==> config.mk <==
export PLATFORM = sky130hd
export DESIGN_NAME = mpio_ports
export DESIGN_NICKNAME = d
export VERILOG_FILES = /design/src/rtl/mpio_pkg.sv /design/src/rtl/mpio_ports.sv
export SDC_FILE = /design/constraint.sdc
export NUM_CORES = 1
export LEC_CHECK = 0
export BUFFER_PORTS_ARGS = -buffer_cell sky130_fd_sc_hd__buf_2
export CORE_MARGIN = 3
export CORE_UTILIZATION = 40
export DETAILED_ROUTE_END_ITERATION = 6
export HOLD_SLACK_MARGIN = 0.03
export REMOVE_ABC_BUFFERS = 1
export SLEW_MARGIN = 30
export SYNTH_ARGS = -nofsm -noshare
export SYNTH_HDL_FRONTEND = slang
export SYNTH_SLANG_ARGS = --single-unit
==> constraint.sdc <==
create_clock -name CLK_SYS_I -period 16.94 [get_ports CLK_SYS_I]
set_clock_uncertainty 0.2 [all_clocks]
set_input_delay 2.541 -clock CLK_SYS_I [delete_from_list [all_inputs] [get_ports CLK_SYS_I]]
set_output_delay 2.541 -clock CLK_SYS_I [all_outputs]
set_load 0.005 [all_outputs]
==> src/rtl/mpio_pkg.sv <==
package mpio_pkg;

   // ----------------------------------------------------------------
   // register map: word index, byte address is four times the index
   // ----------------------------------------------------------------
   localparam int unsigned ADDR_W = 12;
   localparam logic [6:0] IDX_PORT0_OUT_LATCH = 7'h00;
   localparam logic [6:0] IDX_PORT1_OUT_LATCH = 7'h01;
   localparam logic [6:0] IDX_PORT2_OUT_LATCH = 7'h02;
   localparam logic [6:0] IDX_PORT3_OUT_LATCH = 7'h03;
   localparam logic [6:0] IDX_PORT4_OUT_LATCH = 7'h04;
   localparam logic [6:0] IDX_PORT0_DIR = 7'h08;
   localparam logic [6:0] IDX_PORT1_DIR = 7'h09;
   localparam logic [6:0] IDX_PORT3_DIR = 7'h0a;
   localparam logic [6:0] IDX_PORT4_DIR = 7'h0b;
   localparam logic [6:0] IDX_PORT4_OPEN_DRAIN_SEL = 7'h0c;
   localparam logic [6:0] IDX_PORT2_PIN_IN = 7'h0d;
   localparam logic [6:0] IDX_PORT4_PIN_IN = 7'h0e;
   localparam logic [6:0] IDX_EXT_BUS_CTRL = 7'h31;
   localparam logic [6:0] IDX_BUS_STALL_CTRL = 7'h32;
   localparam logic [6:0] IDX_PORT_MODE_CTRL = 7'h40;

   // ----------------------------------------------------------------
   // reset values
   // ----------------------------------------------------------------
   localparam logic [7:0] RST_PORT0_OUT_LATCH = 8'h00;
   localparam logic [7:0] RST_PORT1_OUT_LATCH = 8'h00;
   localparam logic [7:0] RST_PORT2_OUT_LATCH = 8'hff;
   localparam logic [7:0] RST_PORT3_OUT_LATCH = 8'h00;
   localparam logic [7:0] RST_PORT4_OUT_LATCH = 8'hff;
   localparam logic [7:0] RST_DIR = 8'h00;
   localparam logic [7:0] RST_PORT4_OPEN_DRAIN_SEL = 8'h00;
   localparam logic [7:0] RST_EXT_BUS_CTRL = 8'h00;
   localparam logic [7:0] RST_BUS_STALL_CTRL = 8'h00;
   localparam logic [2:0] RST_PORT_MODE_CTRL = 3'h1;

   // ----------------------------------------------------------------
   // field positions
   // ----------------------------------------------------------------
   localparam int unsigned EXT_WRITE_STROBE_OUT_EN_BIT = 0;
   localparam int unsigned EXT_READ_STROBE_OUT_EN_BIT = 1;
   localparam int unsigned EXT_HIGH_ADDR_BUS_EN_BIT = 2;
   localparam int unsigned STALL_CTRL_HI_BIT = 7;
   localparam int unsigned STALL_CTRL_LO_BIT = 6;
   localparam int unsigned MODE_GLOBAL_PIN_DRIVE_EN_BIT = 0;
   localparam int unsigned MODE_STOP_BIT = 1;
   localparam int unsigned MODE_DUAL_CLOCK_BIT = 2;
   localparam int unsigned MODE_CLOCK_OUT_ACTIVE_BIT = 3;
   localparam logic [1:0] STRAP_SETTLE_CYCLES = 2'h3;

   // ----------------------------------------------------------------
   // carriers
   // ----------------------------------------------------------------
   typedef struct packed {
      logic [7:0] p4;
      logic [7:0] p3;
      logic [2:0] p2;
      logic [7:0] p1;
      logic [7:0] p0;
   } mpio_pins_t;

   typedef struct packed {
      logic access;
      logic ale;
      logic rd;
      logic wr;
      logic [15:0] addr;
      logic [7:0] wdata;
   } mpio_ext_bus_t;

   typedef struct packed {
      logic divider_out;
      logic timer_out_zero;
      logic timer_out_one;
      logic compare_out_zero;
   } mpio_alt_out_t;

endpackage

==> src/rtl/mpio_ports.sv <==
`timescale 1ns/100ps
// What this block does
// - output pins driven from stored latch; inputs read live pin level
// - pin level for a read is sampled in the read's setup cycle
// - written output value reaches pins in the second cycle after write
// - port 0 per-bit direction; reset gives all inputs, latch zero
// - port 0 becomes multiplexed address/data bus during external access
// - port 1 per-bit direction; reset gives all inputs, latch zero
// - port 1 bits 5,6 give write/read strobes; bit 7 address latch enable
// - access select pin low at reset release: clock pulse on port 1 bit 0
// - port 2 bits 1,2 crystal pins in dual-clock mode, else I/O
// - falling edge on port 2 bit 0, even self driven, flags interrupt
// - port 2 pin read gives no meaningful data in bits 7 to 3
// - ports 2 and 4 keep latch and pin view at separate addresses
// - ports 0,1,3 read pin level for input bits, latch for outputs
// - stop mode floats port 2 bit 0 whatever the global drive enable
// - port 3 resets to inputs, latch zero; drives high address byte
// - port 4 resets to inputs with latch all ones; dir one drives
// - port 4 open-drain select per bit, zero push-pull, reset zero
module mpio_ports
   import mpio_pkg::*;
(
   input wire logic CLK_SYS_I,
   input wire logic SYS_RST_I,
   input wire logic PSEL_I,
   input wire logic PENABLE_I,
   input wire logic PWRITE_I,
   input wire logic [ADDR_W-1:0] PADDR_I,
   input wire logic [31:0] PWDATA_I,
   output logic [31:0] PRDATA_O,
   output logic PREADY_O,
   output logic PSLVERR_O,
   input wire mpio_pins_t PIN_IN_I,
   output mpio_pins_t PIN_OUT_O,
   output mpio_pins_t PIN_OE_O,
   input wire logic EXT_ACCESS_SEL_PIN_N_I,
   input wire logic MCYCLE_I,
   input wire mpio_ext_bus_t EXT_BUS_I,
   input wire mpio_alt_out_t ALT_OUT_I,
   output logic [7:0] EXT_RDATA_O,
   output logic BUS_STALL_N_O,
   output logic PORT2_BIT0_FALL_O,
   output mpio_pins_t PIN_LEVEL_O
);

   // ----------------------------------------------------------------
   // state
   // ----------------------------------------------------------------
   logic [7:0] port0_out_latch;
   logic [7:0] port1_out_latch;
   logic [7:0] port2_out_latch;
   logic [7:0] port3_out_latch;
   logic [7:0] port4_out_latch;
   logic [7:0] port0_dir;
   logic [7:0] port1_dir;
   logic [7:0] port3_dir;
   logic [7:0] port4_dir;
   logic [7:0] port4_open_drain_sel;
   logic [7:0] ext_bus_ctrl;
   logic [7:0] bus_stall_ctrl;
   logic [2:0] mode_ctrl;
   logic clock_out_active;
   logic [1:0] strap_cnt;
   logic strap_done;
   mpio_pins_t pin_meta;
   mpio_pins_t pin_sync;
   logic ea_meta;
   logic ea_sync;
   logic p20_prev;
   mpio_pins_t next_out;
   mpio_pins_t next_oe;
   logic [6:0] reg_idx;
   logic hit;
   logic writable;
   logic [7:0] next_rdata;
   logic wr_en;
   logic rd_en;
   logic hi_en;
   logic stall_en;
   logic drive_en;
   logic stop_mode;
   logic dual_clock;

   assign wr_en = ext_bus_ctrl[EXT_WRITE_STROBE_OUT_EN_BIT];
   assign rd_en = ext_bus_ctrl[EXT_READ_STROBE_OUT_EN_BIT];
   assign hi_en = ext_bus_ctrl[EXT_HIGH_ADDR_BUS_EN_BIT];
   assign stall_en = bus_stall_ctrl[STALL_CTRL_HI_BIT] | bus_stall_ctrl[STALL_CTRL_LO_BIT];
   assign drive_en = mode_ctrl[MODE_GLOBAL_PIN_DRIVE_EN_BIT];
   assign stop_mode = mode_ctrl[MODE_STOP_BIT];
   assign dual_clock = mode_ctrl[MODE_DUAL_CLOCK_BIT];

   // ----------------------------------------------------------------
   // pin synchronisers
   // ----------------------------------------------------------------
   always_ff @(posedge CLK_SYS_I or posedge SYS_RST_I)
   begin
      if (SYS_RST_I)
      begin
         pin_meta <= '0;
         pin_sync <= '0;
         ea_meta <= 1'b1;
         ea_sync <= 1'b1;
      end
      else
      begin
         pin_meta <= PIN_IN_I;
         pin_sync <= pin_meta;
         ea_meta <= EXT_ACCESS_SEL_PIN_N_I;
         ea_sync <= ea_meta;
      end
   end

   // ----------------------------------------------------------------
   // access select strap, caught once after reset release
   // ----------------------------------------------------------------
   // wait for the synchroniser to fill before trusting the strap
   always_ff @(posedge CLK_SYS_I or posedge SYS_RST_I)
   begin
      if (SYS_RST_I)
      begin
         strap_cnt <= 2'h0;
         strap_done <= 1'b0;
         clock_out_active <= 1'b0;
      end
      else if (!strap_done)
      begin
         strap_cnt <= strap_cnt + 2'h1;
         if (strap_cnt == STRAP_SETTLE_CYCLES)
         begin
            strap_done <= 1'b1;
            clock_out_active <= ~ea_sync;
         end
      end
   end

   // ----------------------------------------------------------------
   // apb decode
   // ----------------------------------------------------------------
   assign reg_idx = PADDR_I[8:2];

   always_comb
   begin
      hit = (PADDR_I[1:0] == 2'h0) && (PADDR_I[ADDR_W-1:9] == '0);
      writable = 1'b1;
      next_rdata = 8'h00;
      unique case (reg_idx)
         // pin level for input bits, latch for output bits
         IDX_PORT0_OUT_LATCH: next_rdata = (port0_dir & port0_out_latch)
                                          | (~port0_dir & pin_sync.p0);
         IDX_PORT1_OUT_LATCH: next_rdata = (port1_dir & port1_out_latch)
                                          | (~port1_dir & pin_sync.p1);
         IDX_PORT3_OUT_LATCH: next_rdata = (port3_dir & port3_out_latch)
                                          | (~port3_dir & pin_sync.p3);
         IDX_PORT2_OUT_LATCH: next_rdata = port2_out_latch;
         IDX_PORT4_OUT_LATCH: next_rdata = port4_out_latch;
         IDX_PORT0_DIR: next_rdata = port0_dir;
         IDX_PORT1_DIR: next_rdata = port1_dir;
         IDX_PORT3_DIR: next_rdata = port3_dir;
         IDX_PORT4_DIR: next_rdata = port4_dir;
         IDX_PORT4_OPEN_DRAIN_SEL: next_rdata = port4_open_drain_sel;
         IDX_PORT2_PIN_IN:
         begin
            next_rdata = {5'h00, pin_sync.p2};
            writable = 1'b0;
         end
         IDX_PORT4_PIN_IN:
         begin
            next_rdata = pin_sync.p4;
            writable = 1'b0;
         end
         IDX_EXT_BUS_CTRL: next_rdata = ext_bus_ctrl;
         IDX_BUS_STALL_CTRL: next_rdata = bus_stall_ctrl;
         IDX_PORT_MODE_CTRL: next_rdata = {4'h0, clock_out_active, mode_ctrl};
         default: hit = 1'b0;
      endcase
   end

   // ----------------------------------------------------------------
   // apb answer: data caught in the setup cycle, ready in access
   // ----------------------------------------------------------------
   always_ff @(posedge CLK_SYS_I or posedge SYS_RST_I)
   begin
      if (SYS_RST_I)
      begin
         PRDATA_O <= 32'h0000_0000;
         PREADY_O <= 1'b0;
         PSLVERR_O <= 1'b0;
      end
      else if (PSEL_I && !PENABLE_I)
      begin
         PRDATA_O <= (hit && !PWRITE_I) ? {24'h000000, next_rdata} : 32'h0000_0000;
         PREADY_O <= 1'b1;
         PSLVERR_O <= ~hit | (PWRITE_I & ~writable);
      end
      else
      begin
         PRDATA_O <= 32'h0000_0000;
         PREADY_O <= 1'b0;
         PSLVERR_O <= 1'b0;
      end
   end

   // ----------------------------------------------------------------
   // register writes
   // ----------------------------------------------------------------
   logic do_write;
   assign do_write = PSEL_I & PENABLE_I & PREADY_O & PWRITE_I & hit & writable;

   always_ff @(posedge CLK_SYS_I or posedge SYS_RST_I)
   begin
      if (SYS_RST_I)
      begin
         port0_out_latch <= RST_PORT0_OUT_LATCH;
         port1_out_latch <= RST_PORT1_OUT_LATCH;
         port2_out_latch <= RST_PORT2_OUT_LATCH;
         port3_out_latch <= RST_PORT3_OUT_LATCH;
         port4_out_latch <= RST_PORT4_OUT_LATCH;
      end
      else if (do_write)
      begin
         unique case (reg_idx)
            IDX_PORT0_OUT_LATCH: port0_out_latch <= PWDATA_I[7:0];
            IDX_PORT1_OUT_LATCH: port1_out_latch <= PWDATA_I[7:0];
            IDX_PORT2_OUT_LATCH: port2_out_latch <= PWDATA_I[7:0];
            IDX_PORT3_OUT_LATCH: port3_out_latch <= PWDATA_I[7:0];
            IDX_PORT4_OUT_LATCH: port4_out_latch <= PWDATA_I[7:0];
            default: ;
         endcase
      end
   end

   always_ff @(posedge CLK_SYS_I or posedge SYS_RST_I)
   begin
      if (SYS_RST_I)
      begin
         port0_dir <= RST_DIR;
         port1_dir <= RST_DIR;
         port3_dir <= RST_DIR;
         port4_dir <= RST_DIR;
         port4_open_drain_sel <= RST_PORT4_OPEN_DRAIN_SEL;
         ext_bus_ctrl <= RST_EXT_BUS_CTRL;
         bus_stall_ctrl <= RST_BUS_STALL_CTRL;
         mode_ctrl <= RST_PORT_MODE_CTRL;
      end
      else if (do_write)
      begin
         unique case (reg_idx)
            IDX_PORT0_DIR: port0_dir <= PWDATA_I[7:0];
            IDX_PORT1_DIR: port1_dir <= PWDATA_I[7:0];
            IDX_PORT3_DIR: port3_dir <= PWDATA_I[7:0];
            IDX_PORT4_DIR: port4_dir <= PWDATA_I[7:0];
            IDX_PORT4_OPEN_DRAIN_SEL: port4_open_drain_sel <= PWDATA_I[7:0];
            IDX_EXT_BUS_CTRL: ext_bus_ctrl <= PWDATA_I[7:0];
            IDX_BUS_STALL_CTRL: bus_stall_ctrl <= PWDATA_I[7:0];
            IDX_PORT_MODE_CTRL: mode_ctrl <= PWDATA_I[2:0];
            default: ;
         endcase
      end
   end

   // ----------------------------------------------------------------
   // pin drive
   // ----------------------------------------------------------------
   always_comb
   begin
      next_out.p0 = port0_out_latch;
      next_oe.p0 = port0_dir;
      if (EXT_BUS_I.access)
      begin
         // address while latch enable is high, then write data or float
         next_out.p0 = EXT_BUS_I.ale ? EXT_BUS_I.addr[7:0] : EXT_BUS_I.wdata;
         next_oe.p0 = {8{EXT_BUS_I.ale | ~EXT_BUS_I.rd}};
      end

      next_out.p1 = port1_out_latch;
      next_oe.p1 = port1_dir;
      // alternate outputs only pass while the latch holds one
      next_out.p1[3] = port1_out_latch[3] & ALT_OUT_I.divider_out;
      next_out.p1[4] = port1_out_latch[4] & ALT_OUT_I.timer_out_one;
      if (stall_en)
      begin
         next_oe.p1[1] = 1'b0;
      end
      if (clock_out_active)
      begin
         next_out.p1[0] = ~MCYCLE_I;
         next_oe.p1[0] = 1'b1;
      end
      if (EXT_BUS_I.access && wr_en)
      begin
         next_out.p1[5] = ~EXT_BUS_I.wr;
         next_oe.p1[5] = 1'b1;
      end
      if (EXT_BUS_I.access && rd_en)
      begin
         next_out.p1[6] = ~EXT_BUS_I.rd;
         next_oe.p1[6] = 1'b1;
      end
      if (EXT_BUS_I.access && (wr_en || rd_en))
      begin
         next_out.p1[7] = EXT_BUS_I.ale;
         next_oe.p1[7] = 1'b1;
      end

      // port 2 has no direction register: a latch of zero pulls low
      next_out.p2 = port2_out_latch[2:0];
      next_oe.p2 = ~port2_out_latch[2:0];
      if (dual_clock)
      begin
         next_oe.p2[2:1] = 2'h0;
      end

      next_out.p3 = port3_out_latch;
      next_oe.p3 = port3_dir;
      next_out.p3[5] = port3_out_latch[5] & ALT_OUT_I.timer_out_zero;
      next_out.p3[7] = port3_out_latch[7] & ALT_OUT_I.compare_out_zero;
      if (EXT_BUS_I.access && hi_en)
      begin
         next_out.p3 = EXT_BUS_I.addr[15:8];
         next_oe.p3 = 8'hff;
      end

      next_out.p4 = port4_out_latch;
      // open-drain bits only sink, releasing the pin for a one
      next_oe.p4 = port4_dir & (~port4_open_drain_sel | ~port4_out_latch);

      if (!drive_en)
      begin
         next_oe = '0;
      end
      if (stop_mode)
      begin
         next_oe.p2[0] = 1'b0;
      end
   end

   always_ff @(posedge CLK_SYS_I or posedge SYS_RST_I)
   begin
      if (SYS_RST_I)
      begin
         PIN_OUT_O <= '0;
         PIN_OE_O <= '0;
      end
      else
      begin
         PIN_OUT_O <= next_out;
         PIN_OE_O <= next_oe;
      end
   end

   // ----------------------------------------------------------------
   // external bus data, stall input, port 2 bit 0 edge
   // ----------------------------------------------------------------
   always_ff @(posedge CLK_SYS_I or posedge SYS_RST_I)
   begin
      if (SYS_RST_I)
      begin
         EXT_RDATA_O <= 8'h00;
         BUS_STALL_N_O <= 1'b1;
         // sync stages reset low, so a high here would fake a fall
         p20_prev <= 1'b0;
         PORT2_BIT0_FALL_O <= 1'b0;
         PIN_LEVEL_O <= '0;
      end
      else
      begin
         if (EXT_BUS_I.access && EXT_BUS_I.rd)
         begin
            EXT_RDATA_O <= pin_sync.p0;
         end
         BUS_STALL_N_O <= stall_en ? pin_sync.p1[1] : 1'b1;
         p20_prev <= pin_sync.p2[0];
         // the pin view includes our own drive, so output pulses count too
         PORT2_BIT0_FALL_O <= p20_prev & ~pin_sync.p2[0];
         PIN_LEVEL_O <= pin_sync;
      end
   end

endmodule

# == Word level (Yosys, flattened, before mapping) ==
# Cells that the tools add are included.
# op_classes
n_addsub,1
eq_ne,15
muxes,27
bitwise,38
n_reduce_logical,30
# ops
cell,count
$pmux W8 S15,1
$and A8 B8 Y8,7
$mux W8,7
$eq A7 B4 Y1 const B,7
$not A8 Y8,5
$mux W35,1
$or A8 B8 Y8,4
$reduce_and A2 Y1,14
$mux W1,17
$reduce_or A15 Y1,1
$eq A7 B2 Y1 const B,2
$eq A7 B6 Y1 const B,2
$and A1 B1 Y1,11
$logic_and A1 B1 Y1,8
$eq A7 B1 Y1 const B,1
$eq A7 B3 Y1 const B,1
$eq A7 B7 Y1 const B,1
$logic_not A7 Y1,1
$not A1 Y1,7
$logic_not A3 Y1,1
$not A3 Y3,1
$or A1 B1 Y1,3
$add A2 B1 Y2 const B,1
$eq A2 B2 Y1 const B,1
other kinds (5),6
# word_totals
regBits,325
input_bits,118
out_inout_bits,149
wordCells,161

# == Depth between registers and ports, before layout ==
# Gate-level depths: netlist (run 1).
# depth
ltp_word,6
depth_mapped,8
mapped_depth_nobuf,5

# == Least setup slack after synthesis (run 1) ==
# No wires, ideal clock.
# synth_timing
path_type,in2reg
startpoint,in PADDR_I[7]
endpoint,reg port0_out_latch[1]
arrival_ps,4036
required_time_ps,16615
path_slack_ps,12579
path_stages,6
path_cell_list,buf_6 or3_4 nor3_1 buf_6 nand3_4 mux2_4
# synth_via
elab_chain_len,6
elab_cells_between_ends,22
classes_between,eq/ne (14); mux (2); bitwise (2); reduce/logical (4)
# synth_lines
item,line,text
start: declaration,mpio_ports.sv:28,"input wire logic [ADDR_W-1:0] PADDR_I,"
$eq A7 B7 Y1 (tied with other cells),mpio_ports.sv:146,unique case (reg_idx)
$reduce_or A15 Y1 (no source line),--,
$mux W1,mpio_ports.sv:146,
$and A1 B1 Y1 (2 in a row),mpio_ports.sv:207,assign do_write = PSEL_I & PENABLE_I & PREADY_O & PWRITE_I & hit & writable;
$reduce_and A2 Y1 (no source line) *,--,
end signal: assignment,mpio_ports.sv:222,IDX_PORT0_OUT_LATCH: port0_out_latch <= PWDATA_I[7:0];
end: declaration,mpio_ports.sv:49,logic [7:0] port0_out_latch;
# Every way passes the cells marked *; elsewhere a longest branch is shown, timed or not.
# A chain may end at the register's enable or synchronous reset.

# == Final worst setup path (run 1) ==
# layout_timing
startpoint,in PADDR_I[3]
endpoint,reg port4_dir[0]
# layout_via
elab_chain_len,6
elab_cells_between_ends,22
classes_between,eq/ne (14); mux (2); bitwise (2); reduce/logical (4)
# layout_lines
item,line,text
$eq A7 B7 Y1 (tied with other cells),mpio_ports.sv:146,
$reduce_or A15 Y1 (no source line),--,
$mux W1,mpio_ports.sv:146,
$and A1 B1 Y1 (2 in a row),mpio_ports.sv:207,
$reduce_and A2 Y1 (no source line) *,--,
end signal: assignment,mpio_ports.sv:251,IDX_PORT4_DIR: port4_dir <= PWDATA_I[7:0];
end: declaration,mpio_ports.sv:57,logic [7:0] port4_dir;
# Marked as above.

==> results.txt, run 1 <==
The largest fanout of any net on the critical path came out at 42. The combined area of all synthesized cells is 11550 um^2. Subtracting the final worst setup slack from the clock period gives 4.803 ns.

The max-slew violation count is 0. The total of cells resized after clock tree synthesis is 0. STA classifies the critical path startpoint as a primary input.

The placeable core region is 28160 um^2. The number of buffers inserted by hold repair at cts came out at 0. Broken down by cell family, the worst path's largest delay share belongs to simple AND/OR/NAND/NOR gates.

The run finished with clean final reports. The I/O pin count is 267. The share of the cycle needed by the critical path after routing is 28.35%. After routing, the total negative slack on setup checks comes to 0 ns. The CTS tree is yes. Setup repair after global routing left no endpoint under its margin. The repair_antennas step left the layout with diodes totalling 0.

The detailed placement HPWL came out at 20920 um. Tracing the worst setup path back leads to its startpoint at PADDR_I[3]. The power density over the cells is 112.9 nW/um^2. Headroom to the max-slew limit came out at 44.18%. The worst hold-check slack is 0.1380 ns. Summed over its instances, the top area cell type makes up 60.64% of the synthesized netlist area. The tightest min-delay check is of the reg -> reg type. The most critical setup path has its endpoint at port4_dir[0]$_DFFE_PP0P_. Synthesis produced a netlist whose cell count is 829. Across the VDD grid, the largest voltage drop is 91.03 uV.

The area growth from synthesis to layout came out at 21.59%. In this run the horizontal extent of the chip is 176.0 um. For this run, the slowest stage of the critical path takes 0.42 ns.

The total via count after detailed routing is 7499. The count of clock tree sinks is 300. The detail route stage leaves a number of antenna-violating nets equal to 0. Dividing the detail-routed wire length by the instance count gives 21.16 um.

The cell depth of the worst setup path is 8. The buffer and inverter count on the worst path came out at 3. The clock tree synthesis step divided the H-tree into 2 levels. The number of antenna violations at the first check in global routing came to 3. The global-route wire length before repair came out at 46940 um. The number of DRC violations after detailed routing came out at 0. The effective utilization at floorplan is 41.03%. The count of different cell masters after synthesis is 69.

The cell total after placement came out at 1389. STA classifies the critical path endpoint as a flop. The mean instance size in the synthesized netlist came out at 13.94 um^2. The setup-violating endpoint count in the final report is 0. The fraction of final layout cells sized beyond drive strength 1 came out at 40.71%. The number of global-route vias before repair is 7595. The leftover overflow at the end of global routing came out at 0. In this run, synthesis produced a sequential element count of 300.

Based on the critical path, the design can be clocked at up to 208.2 MHz. The register clock-pin slew on the reported worst setup and hold paths came out at 0.06 ns. The root buffer cell chosen for the clock tree is clkbuf_16.

The number of enable flip-flop cells after synthesis came out at 0. Measured on the finished design, the core utilization comes to 49.89%. The starting DRC count in detailed routing is 507. The number of buffers inserted during clock tree synthesis is 34. The most used flip-flop cell after synthesis is dfrtp_1. In this design, the critical path's most frequently occurring cell is buf_4. The worst setup path category is in -> reg. Summed over all cells, the static leakage comes to 6.961 nW. At the pin with the least slew margin, the transition time is 0.8323 ns. The vertical die dimension came out at 176.0 um.

The register-to-register path setup slack came out at 14.77 ns. After synthesis, the cell types taking the most area are dfrtp_1 61%, mux2_2 9.8%, dfstp_2 4.5%. After detailed routing, the number of vias per cell comes to 5.175. Sequential elements use 65.19% of the synthesized area. In the global route stage, overall resource usage came out at 19.87%. At the worst endpoint, the required time is 17.12 ns. The area of the die came out at 30960 um^2. The post-CTS setup repair buffer count is 0. The longest clock path from root to sink contains 3 buffers.

The worst endpoint data arrival time is 4.98 ns. The maximum number of pins on one net before global-route repair is 101. In this run the critical register-to-register path is captured at PRDATA_O[0]$_DFF_PP0_. The final net count is 1166.

Among all stages on the critical path, the largest delay is contributed by buf_4. The quantity of I/O buffers inserted on ports came out at 218. The number of maximum-capacitance violations is 0. The site row count came out at 61. Yosys printed 0 warnings. dfrtp_1 takes more of the synthesized area than any other cell. The fraction of registers with async set/reset came out at 100.0%. The worst register-to-register path begins at port4_out_latch[0]$_DFFE_PP1P_.

Clock latency on the worst-skew pair, taken at its later pin, is 0.50 ns. Summed over all layers, the routed wires come to 30660 um. The number of hold violations in the final report came out at 0. The final standard cell count with taps included and fillers excluded came out at 1449. Walking the worst path, the cells encountered are buf_2, buf_4, nand2b_1, nand2b_4, a211oi_4, buf_4, nand4_2, mux2_2.

The worst reg2reg path depth is 5. The final weighted congestion in routability-driven placement came out at 0.9315. For this run, the detailed router's first-pass iteration total came to 5.
power breakdown:
| part | switching (mW) | total, mW | internal [mW] |
|---|---|---|---|
| registers | 0.00748 | 0.743 | 0.735 |
| clock network | 0.281 | 0.769 | 0.488 |
| logic | 0.0501 | 0.0752 | 0.0251 |
| total | 0.338 | 1.59 | 1.25 |
worst min path at each step:
stage               slack, ns  depth (start not counted)                endpoint                    from
floorplan                0.13                          0   pin_sync[0]$_DFF_PP0_   pin_meta[0]$_DFF_PP0_
global placement         0.13                          0   pin_sync[9]$_DFF_PP0_   pin_meta[9]$_DFF_PP0_
detailed placement       0.13                          0  pin_sync[10]$_DFF_PP0_  pin_meta[10]$_DFF_PP0_
CTS                      0.15                          0  pin_sync[11]$_DFF_PP0_  pin_meta[11]$_DFF_PP0_
global route             0.15                          0   pin_sync[2]$_DFF_PP0_   pin_meta[2]$_DFF_PP0_
finish                   0.14                          0   pin_sync[6]$_DFF_PP0_   pin_meta[6]$_DFF_PP0_
cell usage in the layout (no fill, tap or decap), drive strengths merged, types with 11 or more instances in the layout:
cell,Yosys,final
clkbuf,25,50
nand3,18,18
nand2,50,50
dfrtp,280,280
a21oi,31,31
buf,42,226
nor2b,11,11
nor2,47,47
o21ai,19,19
a22oi,12,12
nor3,12,12
conb,1,24
mux2i,30,30
o21a,12,12
mux2,116,116
dfstp,20,20
cell families after synthesis:
kind of cell	share of synthesized area, %
other	0.03245
muxes	14.23
adders and majority gates	0.1083
xor gates and xnor gates	0.07581
and+or+nand+nor	8.988
buffers and inverters	3.866
DFF	65.19
AOI/OAI and AO/OA	7.515
cell usage after synthesis, types with 3 or more instances:
master     instances
dfstp_2           20
a221oi_1           3
nand3_1           10
and2_1             7
nor3_1            11
nor2_1            45
o21a_1            12
nor2b_1           11
mux2_1             5
a22oi_1           12
a32oi_1            4
nand4_2            4
and3_1             8
o32ai_1            3
a211oi_1           5
mux2_2           101
dfrtp_1          280
mux2_4            10
a22o_1             5
nand3_4            8
buf_6              5
mux2i_1           30
clkbuf_1          24
a31oi_1            8
inv_1              6
a41oi_1            4
a21oi_1           31
buf_4             25
nand2b_1           5
a2111oi_0          3
o21bai_1           3
o21ai_0           18
nand2_1           49
buf_2              9
area by class of cell:
class	instances	area, um^2
clock inverters	10	181.4
fillers	2515	14110
inverters	7	33.78
clock buffers	50	1005
flip-flops and latches	300	7532
well taps	378	473.0
multi-input cells	478	3670
repair buffers	226	1155
sequential cells by signal (all words and copies together) (netlist names), 2 cells and up:
| register | flops |
|---|---|
| port1_out_latch | 8 |
| port4_out_latch | 8 |
| mode_ctrl | 3 |
| EXT_RDATA_O | 8 |
| port3_dir | 8 |
| pin_meta | 35 |
| bus_stall_ctrl | 8 |
| PRDATA_O | 8 |
| PIN_OUT_O | 35 |
| port3_out_latch | 8 |
| port2_out_latch | 8 |
| strap_cnt | 2 |
| PIN_LEVEL_O | 35 |
| port0_out_latch | 8 |
| port4_dir | 8 |
| PIN_OE_O | 35 |
| port1_dir | 8 |
| pin_sync | 35 |
| port0_dir | 8 |
| ext_bus_ctrl | 8 |
| port4_open_drain_sel | 8 |
routing by layer:
metal	vias up	wire [um]	track usage, %
li1	3331	-	-
met1	3822	13270	27.74
met2	291	14540	31.92
met3	49	2239	4.516
met4	6	566	4.652
met5	-	42	0
per-stage QoR:
stage | worst slack (ns) | instance area (um^2) | power, mW
floorplan | 5.943 | 11220 | 0.7841
global placement | 11.69 | 12860 | 0.8303
detailed placement | 11.66 | 12860 | 0.8315
CTS | 12.19 | 14040 | 1.606
global route | 12.05 | 14050 | 1.649
finish | 12.14 | 14050 | 1.586
Note: power is estimated with default switching activity, not from simulation.
==> run 2, diff against run 1 <==
- ABC_AREA: unset -> 1
- clock period: 16.94 -> 4.9 ns (I/O delays scaled with it)
==> run 2 against run 1 <==
Final cell count rose by 25%. Non-clock buffer count rose by 6. Area after synthesis rose by 2.7%. Largest cell class unchanged. Highest routed layer unchanged.
==> results.txt, run 2 <==
The share of synthesized cell area in full adder, half adder and majority cells is 0.1054%. The floorplan step defined a die boundary enclosing 31780 um^2. In the synthesized netlist, the number of instances is 1192. The combined area of all synthesized cells came out at 11870 um^2. The setup-violating endpoint count in the final report came out at 0. The finished layout holds 1808 standard cells, fillers aside. The number of DRC violations after detailed routing came out at 0. In the layout the commonest cells are 381 x nand2_1, 280 x dfrtp_1, 218 x buf_2.

The startpoint of the worst-slack reg-to-reg timing path is PREADY_O$_DFF_PP0_. The dominant combinational cell family by area after synthesis is simple AND/OR/NAND/NOR gates. The count of different cell masters after synthesis is 39. The I/O pin count is 267. The total via count after detailed routing came out at 9189.

The mux cell area share after synthesis is 0.6641%. The detailed placement HPWL came out at 22760 um. The clock latency on the worst-skew pair came out at 0.55 ns.

The largest fanout of any net on the critical path came out at 13. The largest individual stage delay along the critical path comes from the cell nand4_1. Setup repair after global routing left no endpoint under its margin. For this block, the initial DRC count from the detailed router was 724. The vertical die dimension is 178.3 um. The post-CTS setup repair buffer count came out at 0. The run finished with clean final reports. Static timing analysis puts the maximum clock frequency at 312.7 MHz.

The number of hold violations in the final report came out at 0. The number of routed nets with antenna violations came out at 0. The number of antenna violations at the first check in global routing came to 1. Among the stages of the critical path, the cell type that occurs most often is nand2_1. The post-synthesis xor/xnor area fraction came out at 0.07379%. In the post-synthesis netlist, the biggest area contributors are dfrtp_1 59%, nand2_1 12%, nand4_1 5.5%. The met1 demand-to-capacity share in global routing is 30.05%. The area growth from synthesis to layout came out at 20.21%.

The sequential element share of the synthesized area came out at 63.46%. For this run, the total global-route usage over all layers was measured as 20.74%. By count the netlist is led by 381 x nand2_1, 280 x dfrtp_1, 105 x nand4_1. The power density over the cells came out at 365.4 nW/um^2. The most critical setup path has its startpoint at PADDR_I[6]. The share of the synthesized area in compound gates (AO/OA/AOI/OAI) is 5.123%.

Once the floorplan was initialized, standard cells occupied 40.91% of the core. The number of global-route vias before repair was 8906. Using the TritonRoute via totals, the vias-per-cell ratio works out to 5.082. Yosys instantiated no cell more often than nand2_1. The CTS tree is yes. Clock tree synthesis selected as its root buffer the cell clkbuf_16. The measured slew at the worst slew-check pin came out at 0.8038 ns.

The worst hold path class is in -> async. The final net count is 1520. Measured against its own limit, the worst slew margin works out to 46.36%.

The required time at the endpoint of the critical path came out at 5.13 ns. After detailed routing, the average wire length per cell comes to 18.17 um. The count of filler cells inserted in the layout is 2750. Summing the areas of all and, or, nand and nor instances in the mapped netlist gives 24.14% of the synthesized area. In this run the number of H-tree levels came out at 1.

The prevailing post-synth register cell is dfrtp_1. The worst hold-check slack came out at 0.06956 ns. Of all flip-flops after synthesis, the portion carrying an async set or reset was 100.0%. The biggest area contributor in the post-synthesis netlist is dfrtp_1.

During placement, the flow inserted port buffers numbering 218. The end of the worst register-to-register path is port1_dir[0]$_DFFE_PP0P_. The worst setup path is of the in -> reg kind. The critical path goes through buf_2, inv_2, nand2_1, nor2_1, nand2_1, nand3_1, nor2_1, nand2_2, nand4_1, nand2_1, nand2_1. For this run, global-route usage on met2 was measured as 31.73%. The most congested layer reported by global routing is met2.

The max-slew violation count was 0. The leftover overflow at the end of global routing is 0. The total power came out at 5.214 mW. The number of maximum-capacitance violations is 0. The maximum buffer depth of the clock tree came out at 3. The final weighted congestion in routability-driven placement came out at 0.8787. The placeable core region came out at 29010 um^2.

The flop and latch count out of synthesis is 300. Entering global routing, the biggest net connects 134 pins. After synthesis, the mean cell area works out to 9.958 um^2. The number of buffers inserted during clock tree synthesis is 31. Yosys mapped a number of flops with a built-in enable equal to 0. The iteration count of the initial detailed-routing pass is 7. The cell total after placement is 1752. The site row count is 62. The clock period minus final worst setup slack is 3.198 ns. The total number of yosys warnings is 0. The floorplan die width is 178.3 um.

STA classifies the critical path endpoint as a flop. The share of the cycle needed by the critical path after routing is 65.26%. The worst setup path is launched from a primary input. The antenna diode count is 0. Across the VDD grid, the largest voltage drop is 311.6 uV.

The met3 demand-to-capacity share in global routing is 3.512%. The maximum single-stage delay on the critical path came out at 0.54 ns. The count of clock tree sinks came out at 300. The register-to-register path setup slack came out at 2.50 ns. The share of the synthesized area in the top cell type is 59.03%.

The total length of routed wires came out at 32860 um. The worst endpoint data arrival time came out at 3.43 ns. The setup TNS after final layout is 0 ns. The leakage power is 7.575 nW.

The worst reg2reg path depth came out at 6. Once the clock tree was built, the resizer swapped 0 gates to a different size. The post-route netlist has 24.93% of its cells at a drive strength greater than 1. The global-route wire length before repair is 51070 um. The register clock-pin slew on the reported worst setup and hold paths came out at 0.06 ns. The end-of-flow core utilization is 49.18%. Buffers inserted to repair hold after CTS numbered 0. The library cell used most frequently in the layout, excluding fill and tap cells, is nand2_1.
[run 2: final cells by class]
cell class                 count  area (um^2)  share of cell area, %
tap                          384        480.5                  3.367
timing repair buffer         232         1221                  8.558
clock inverter                16        191.4                  1.342
multi-input combinational    761         3670                  25.72
inverter                      75        294.0                  2.061
sequential                   300         7532                  52.79
clock buffer                  40        879.6                  6.164
[run 2: worst max-delay path by stage]
stage | endpoint | slack [ns] | cells past startpoint
finish | port1_dir[0]$_DFFE_PP0P_ | 1.70 | 11
global route | port1_dir[7]$_DFFE_PP0P_ | 1.51 | 11
CTS | port1_dir[6]$_DFFE_PP0P_ | 1.75 | 11
detailed placement | port1_dir[6]$_DFFE_PP0P_ | 1.20 | 11
global placement | port1_dir[6]$_DFFE_PP0P_ | 1.27 | 11
floorplan | EXT_RDATA_O[0]$_DFFE_PP0P_ | -4.29 | 1
[run 2: cell families after synthesis]
logic type,count (synthesis)
simple gates,615
flops,300
buf+inv,154
compound gates,113
mux,7
fa+ha+maj,1
other cells,1
xor+xnor,1
[run 2: power by group]
| part | internal (mW) | switching [mW] | leakage (nW) | total [mW] |
|---|---|---|---|---|
| clock | 1.47 | 0.957 | 0.533 | 2.43 |
| combinational | 0.0685 | 0.154 | 3.20 | 0.222 |
| sequential | 2.54 | 0.0247 | 3.84 | 2.56 |
[run 2: per-stage QoR]
stage | area (um^2) | setup WS (ns)
floorplan | 11480 | -4.291
finish | 14270 | 1.702
global placement | 13190 | 1.273
CTS | 14260 | 1.753
global route | 14270 | 1.511
detailed placement | 13190 | 1.196
[run 2: layer usage]
layer | wire length, um | vias up
met5 | 7 | -
met4 | 1100 | 2
met3 | 2403 | 62
met2 | 15100 | 365
met1 | 14250 | 4475
li1 | - | 4285
[run 2: critical path, delay by kind of cell]
kind                   cells  cell delay (ns)
AND/OR/NAND/NOR            9             2.53
buffers and inverters      2             0.16
==> run 3, diff against run 2 <==
- clock period: 4.9 -> 3.1 ns (I/O delays scaled with it)
==> run 3 against run 2 <==
Die area unchanged. Core utilization up 2.6 points. Via count grew 2.8%. First-iteration DRC count is 7.3% higher. Clock power up 64%. Register-to-register slack worse by 1.7 ns. Power is 62% higher. Critical path type unchanged. Largest power group unchanged. Highest routed layer is now met4.
==> results.txt, run 3 (same netlist as run 2, synthesis figures left out) <==
The relative slew slack is 39.01%. Clock-pin slew was measured on the worst setup and hold paths at 0.06 ns. The maximum operating frequency came out at 399.2 MHz. The path class of the tightest hold or removal check is in -> reg. On the worst path, the slowest cell contributes a delay of 0.52 ns. The family of cells with the greatest summed delay on the critical path is simple AND/OR/NAND/NOR gates.

STA classifies the critical path startpoint as a primary input. TritonCTS built the clock tree. The startpoint identified for the worst register-to-register timing path is mode_ctrl[0]$_DFFE_PP1P_. The number of routed nets with antenna violations came out at 0. For hold timing, the worst endpoint is PIN_OUT_O[4]$_DFF_PP0_.

The total length of routed wires is 33380 um. The worst hold-check slack is 0.03935 ns. The clock reaches the later pin of the worst-skew pair after 0.50 ns. The setup-violating endpoint count in the final report came out at 0. For this configuration, the core starts out at a cell density of 40.91%. The worst endpoint data arrival time is 2.68 ns. The clock period minus final worst setup slack is 2.505 ns. The via density per instance is 5.023. The cell count of the worst hold path came out at 3.

The number of antenna violations at the first check in global routing was 0. The H-tree depth is 2. The area growth from synthesis to layout came out at 26.63%. The measured slew at the worst slew-check pin is 0.9092 ns. The fraction of final layout cells sized beyond drive strength 1 is 24.67%. The detailed placement HPWL is 23050 um.

The number of hold violations in the final report is 0. The clock passes through at most 3 buffers. The quantity of I/O buffers inserted on ports is 218. The startpoint identified for the worst hold timing path is EXT_BUS_I[12]. The number of global-route vias before repair is 9185.

The antenna diode count is 0. The I/O pin count is 267. Leaving out fill and tap cells, the most frequent cells in the layout are 381 x nand2_1, 280 x dfrtp_1, 218 x buf_2.

The number of DRC violations after detailed routing is 0. The floorplan die width came out at 178.3 um. The number of buffers inserted by hold repair at cts is 54.

The library cell used most frequently in the layout, excluding fill and tap cells, is nand2_1. In this run the critical register-to-register path is captured at PIN_OE_O[29]$_DFF_PP0_. The worst path meets setup with 0.5950 ns of slack. Setup repair after global routing left no endpoint under its margin.

The area of the die came out at 31780 um^2. The total via count after detailed routing is 9443. The flow ran to the end, and the final reports show no timing, DRC or antenna violations. Entering global routing, the biggest net connects 100 pins. The total of cells resized after clock tree synthesis is 0. The leftover overflow at the end of global routing is 0. The final standard cell count with taps included and fillers excluded is 1880. The max-slew violation count came out at 0. After detailed routing, the average wire length per cell comes to 17.75 um.

Walking the worst path, the cells encountered are dlygate4sd3_1, buf_2, nand4_1, nor3_4, buf_12, nand4_1, nand2_1, nand2_1. In the finished design, the share of the clock period the worst path needs comes to 80.81%. The final net count is 1592. The buffer and inverter count on the worst path came out at 3. The first global-routing pass estimated 51120 um of wire. The iteration count of the initial detailed-routing pass is 5. The worst setup path is captured at a flop. For the worst setup path, the data required time is 3.28 ns.

Power spread over the standard cell area amounts to 562.9 nW/um^2. Measured in cells, the most critical reg-to-reg path has a length of 2. The starting DRC count in detailed routing is 777. The setup TNS after final layout came out at 0 ns. The cell with the biggest individual delay on the critical path is dlygate4sd3_1.

The leakage power came out at 7.925 nW. The worst-case IR drop observed on VDD is 343.0 uV. The final weighted congestion in routability-driven placement is 0.8329. Buffers added to address setup during post-CTS repair amount to 0. The cell chosen for the clock root is clkbuf_16.

The worst register-to-register path has a setup slack of 0.83 ns. The cell total after placement came out at 1767. The critical path in this run is classified as in -> reg. From bottom edge to top edge, the die measures 178.3 um.

The total track usage came out at 20.80%. The worst slack at placement is 0.4411 ns. The count of clock tree sinks came out at 300. The number of buffers inserted during clock tree synthesis is 34. Row generation in the floorplan step produced 62 rows. The number of maximum-capacitance violations is 0. The end-of-flow core utilization came out at 51.81%. The largest fanout of any net on the critical path is 71. The placeable core region is 29010 um^2.
## run 3: cell count changes in the layout (fill, tap and decap cells not counted), moves of 2 or more
cell           delta
clkbuf_8          +2
buf_4            +11
clkbuf_1          +3
bufinv_16         -2
clkbuf_16         +4
dlygate4sd3_1    +54
clkinv_2          -6
buf_12            +4
inv_6             +2
## run 3: per-layer routing
layer  part of all wire [%]  track usage (%)  up-vias
li1                       -                -     4435
met1                     44            29.63     4572
met2                     47            33.37      381
met3                    6.7            3.257       55
met4                    2.3            5.519        0
met5                      0                0        -
## run 3: final cells by class
| class | instances | area [um^2] |
|---|---|---|
| Timing Repair Buffer | 301 | 1924 |
| Clock buffer | 49 | 1018 |
| Inverter | 75 | 289.0 |
| Clock inverter | 10 | 116.4 |
| Sequential cell | 300 | 7532 |
| Fill cell | 2679 | 13980 |
| Multi-Input combinational cell | 761 | 3670 |
| Tap cell | 384 | 480.5 |
## run 3: power breakdown
part | total, mW | internal, mW | switching [mW] | leakage (nW)
clock | 3.99 | 2.45 | 1.54 | 0.555
sequential | 4.05 | 4.01 | 0.0386 | 3.84
combinational | 0.417 | 0.162 | 0.255 | 3.53
total | 8.46 | 6.63 | 1.83 | 7.93
## run 3: worst max-delay path by stage
stage,from,to,slack [ns],cells past startpoint
after floorplan,SYS_RST_I,EXT_RDATA_O[0]$_DFFE_PP0P_,-5.82,1
after global placement,PADDR_I[5],port1_dir[0]$_DFFE_PP0P_,0.46,11
after detailed placement,PADDR_I[2],port1_dir[2]$_DFFE_PP0P_,0.44,11
after CTS,PENABLE_I,port1_dir[0]$_DFFE_PP0P_,0.65,8
after global routing,PENABLE_I,port1_dir[0]$_DFFE_PP0P_,0.51,8
final,PENABLE_I,port1_dir[6]$_DFFE_PP0P_,0.60,8
## run 3: stage by stage
step,cell area [um^2],power [mW]
2_1_floorplan,11480,4.267
3_3_place_gp,13360,4.489
3_5_place_dp,13360,4.496
4_1_cts,15030,8.569
5_1_grt,15030,8.782
6_report,15030,8.462
## run 3: worst register-to-register path, delay by kind of cell, from the launching register on
family / cells / cell delay (ns)
AO/OA/AOI/OAI: 1 / 0.67
flip-flops: 1 / 0.53
buffers and inverters: 1 / 0.70
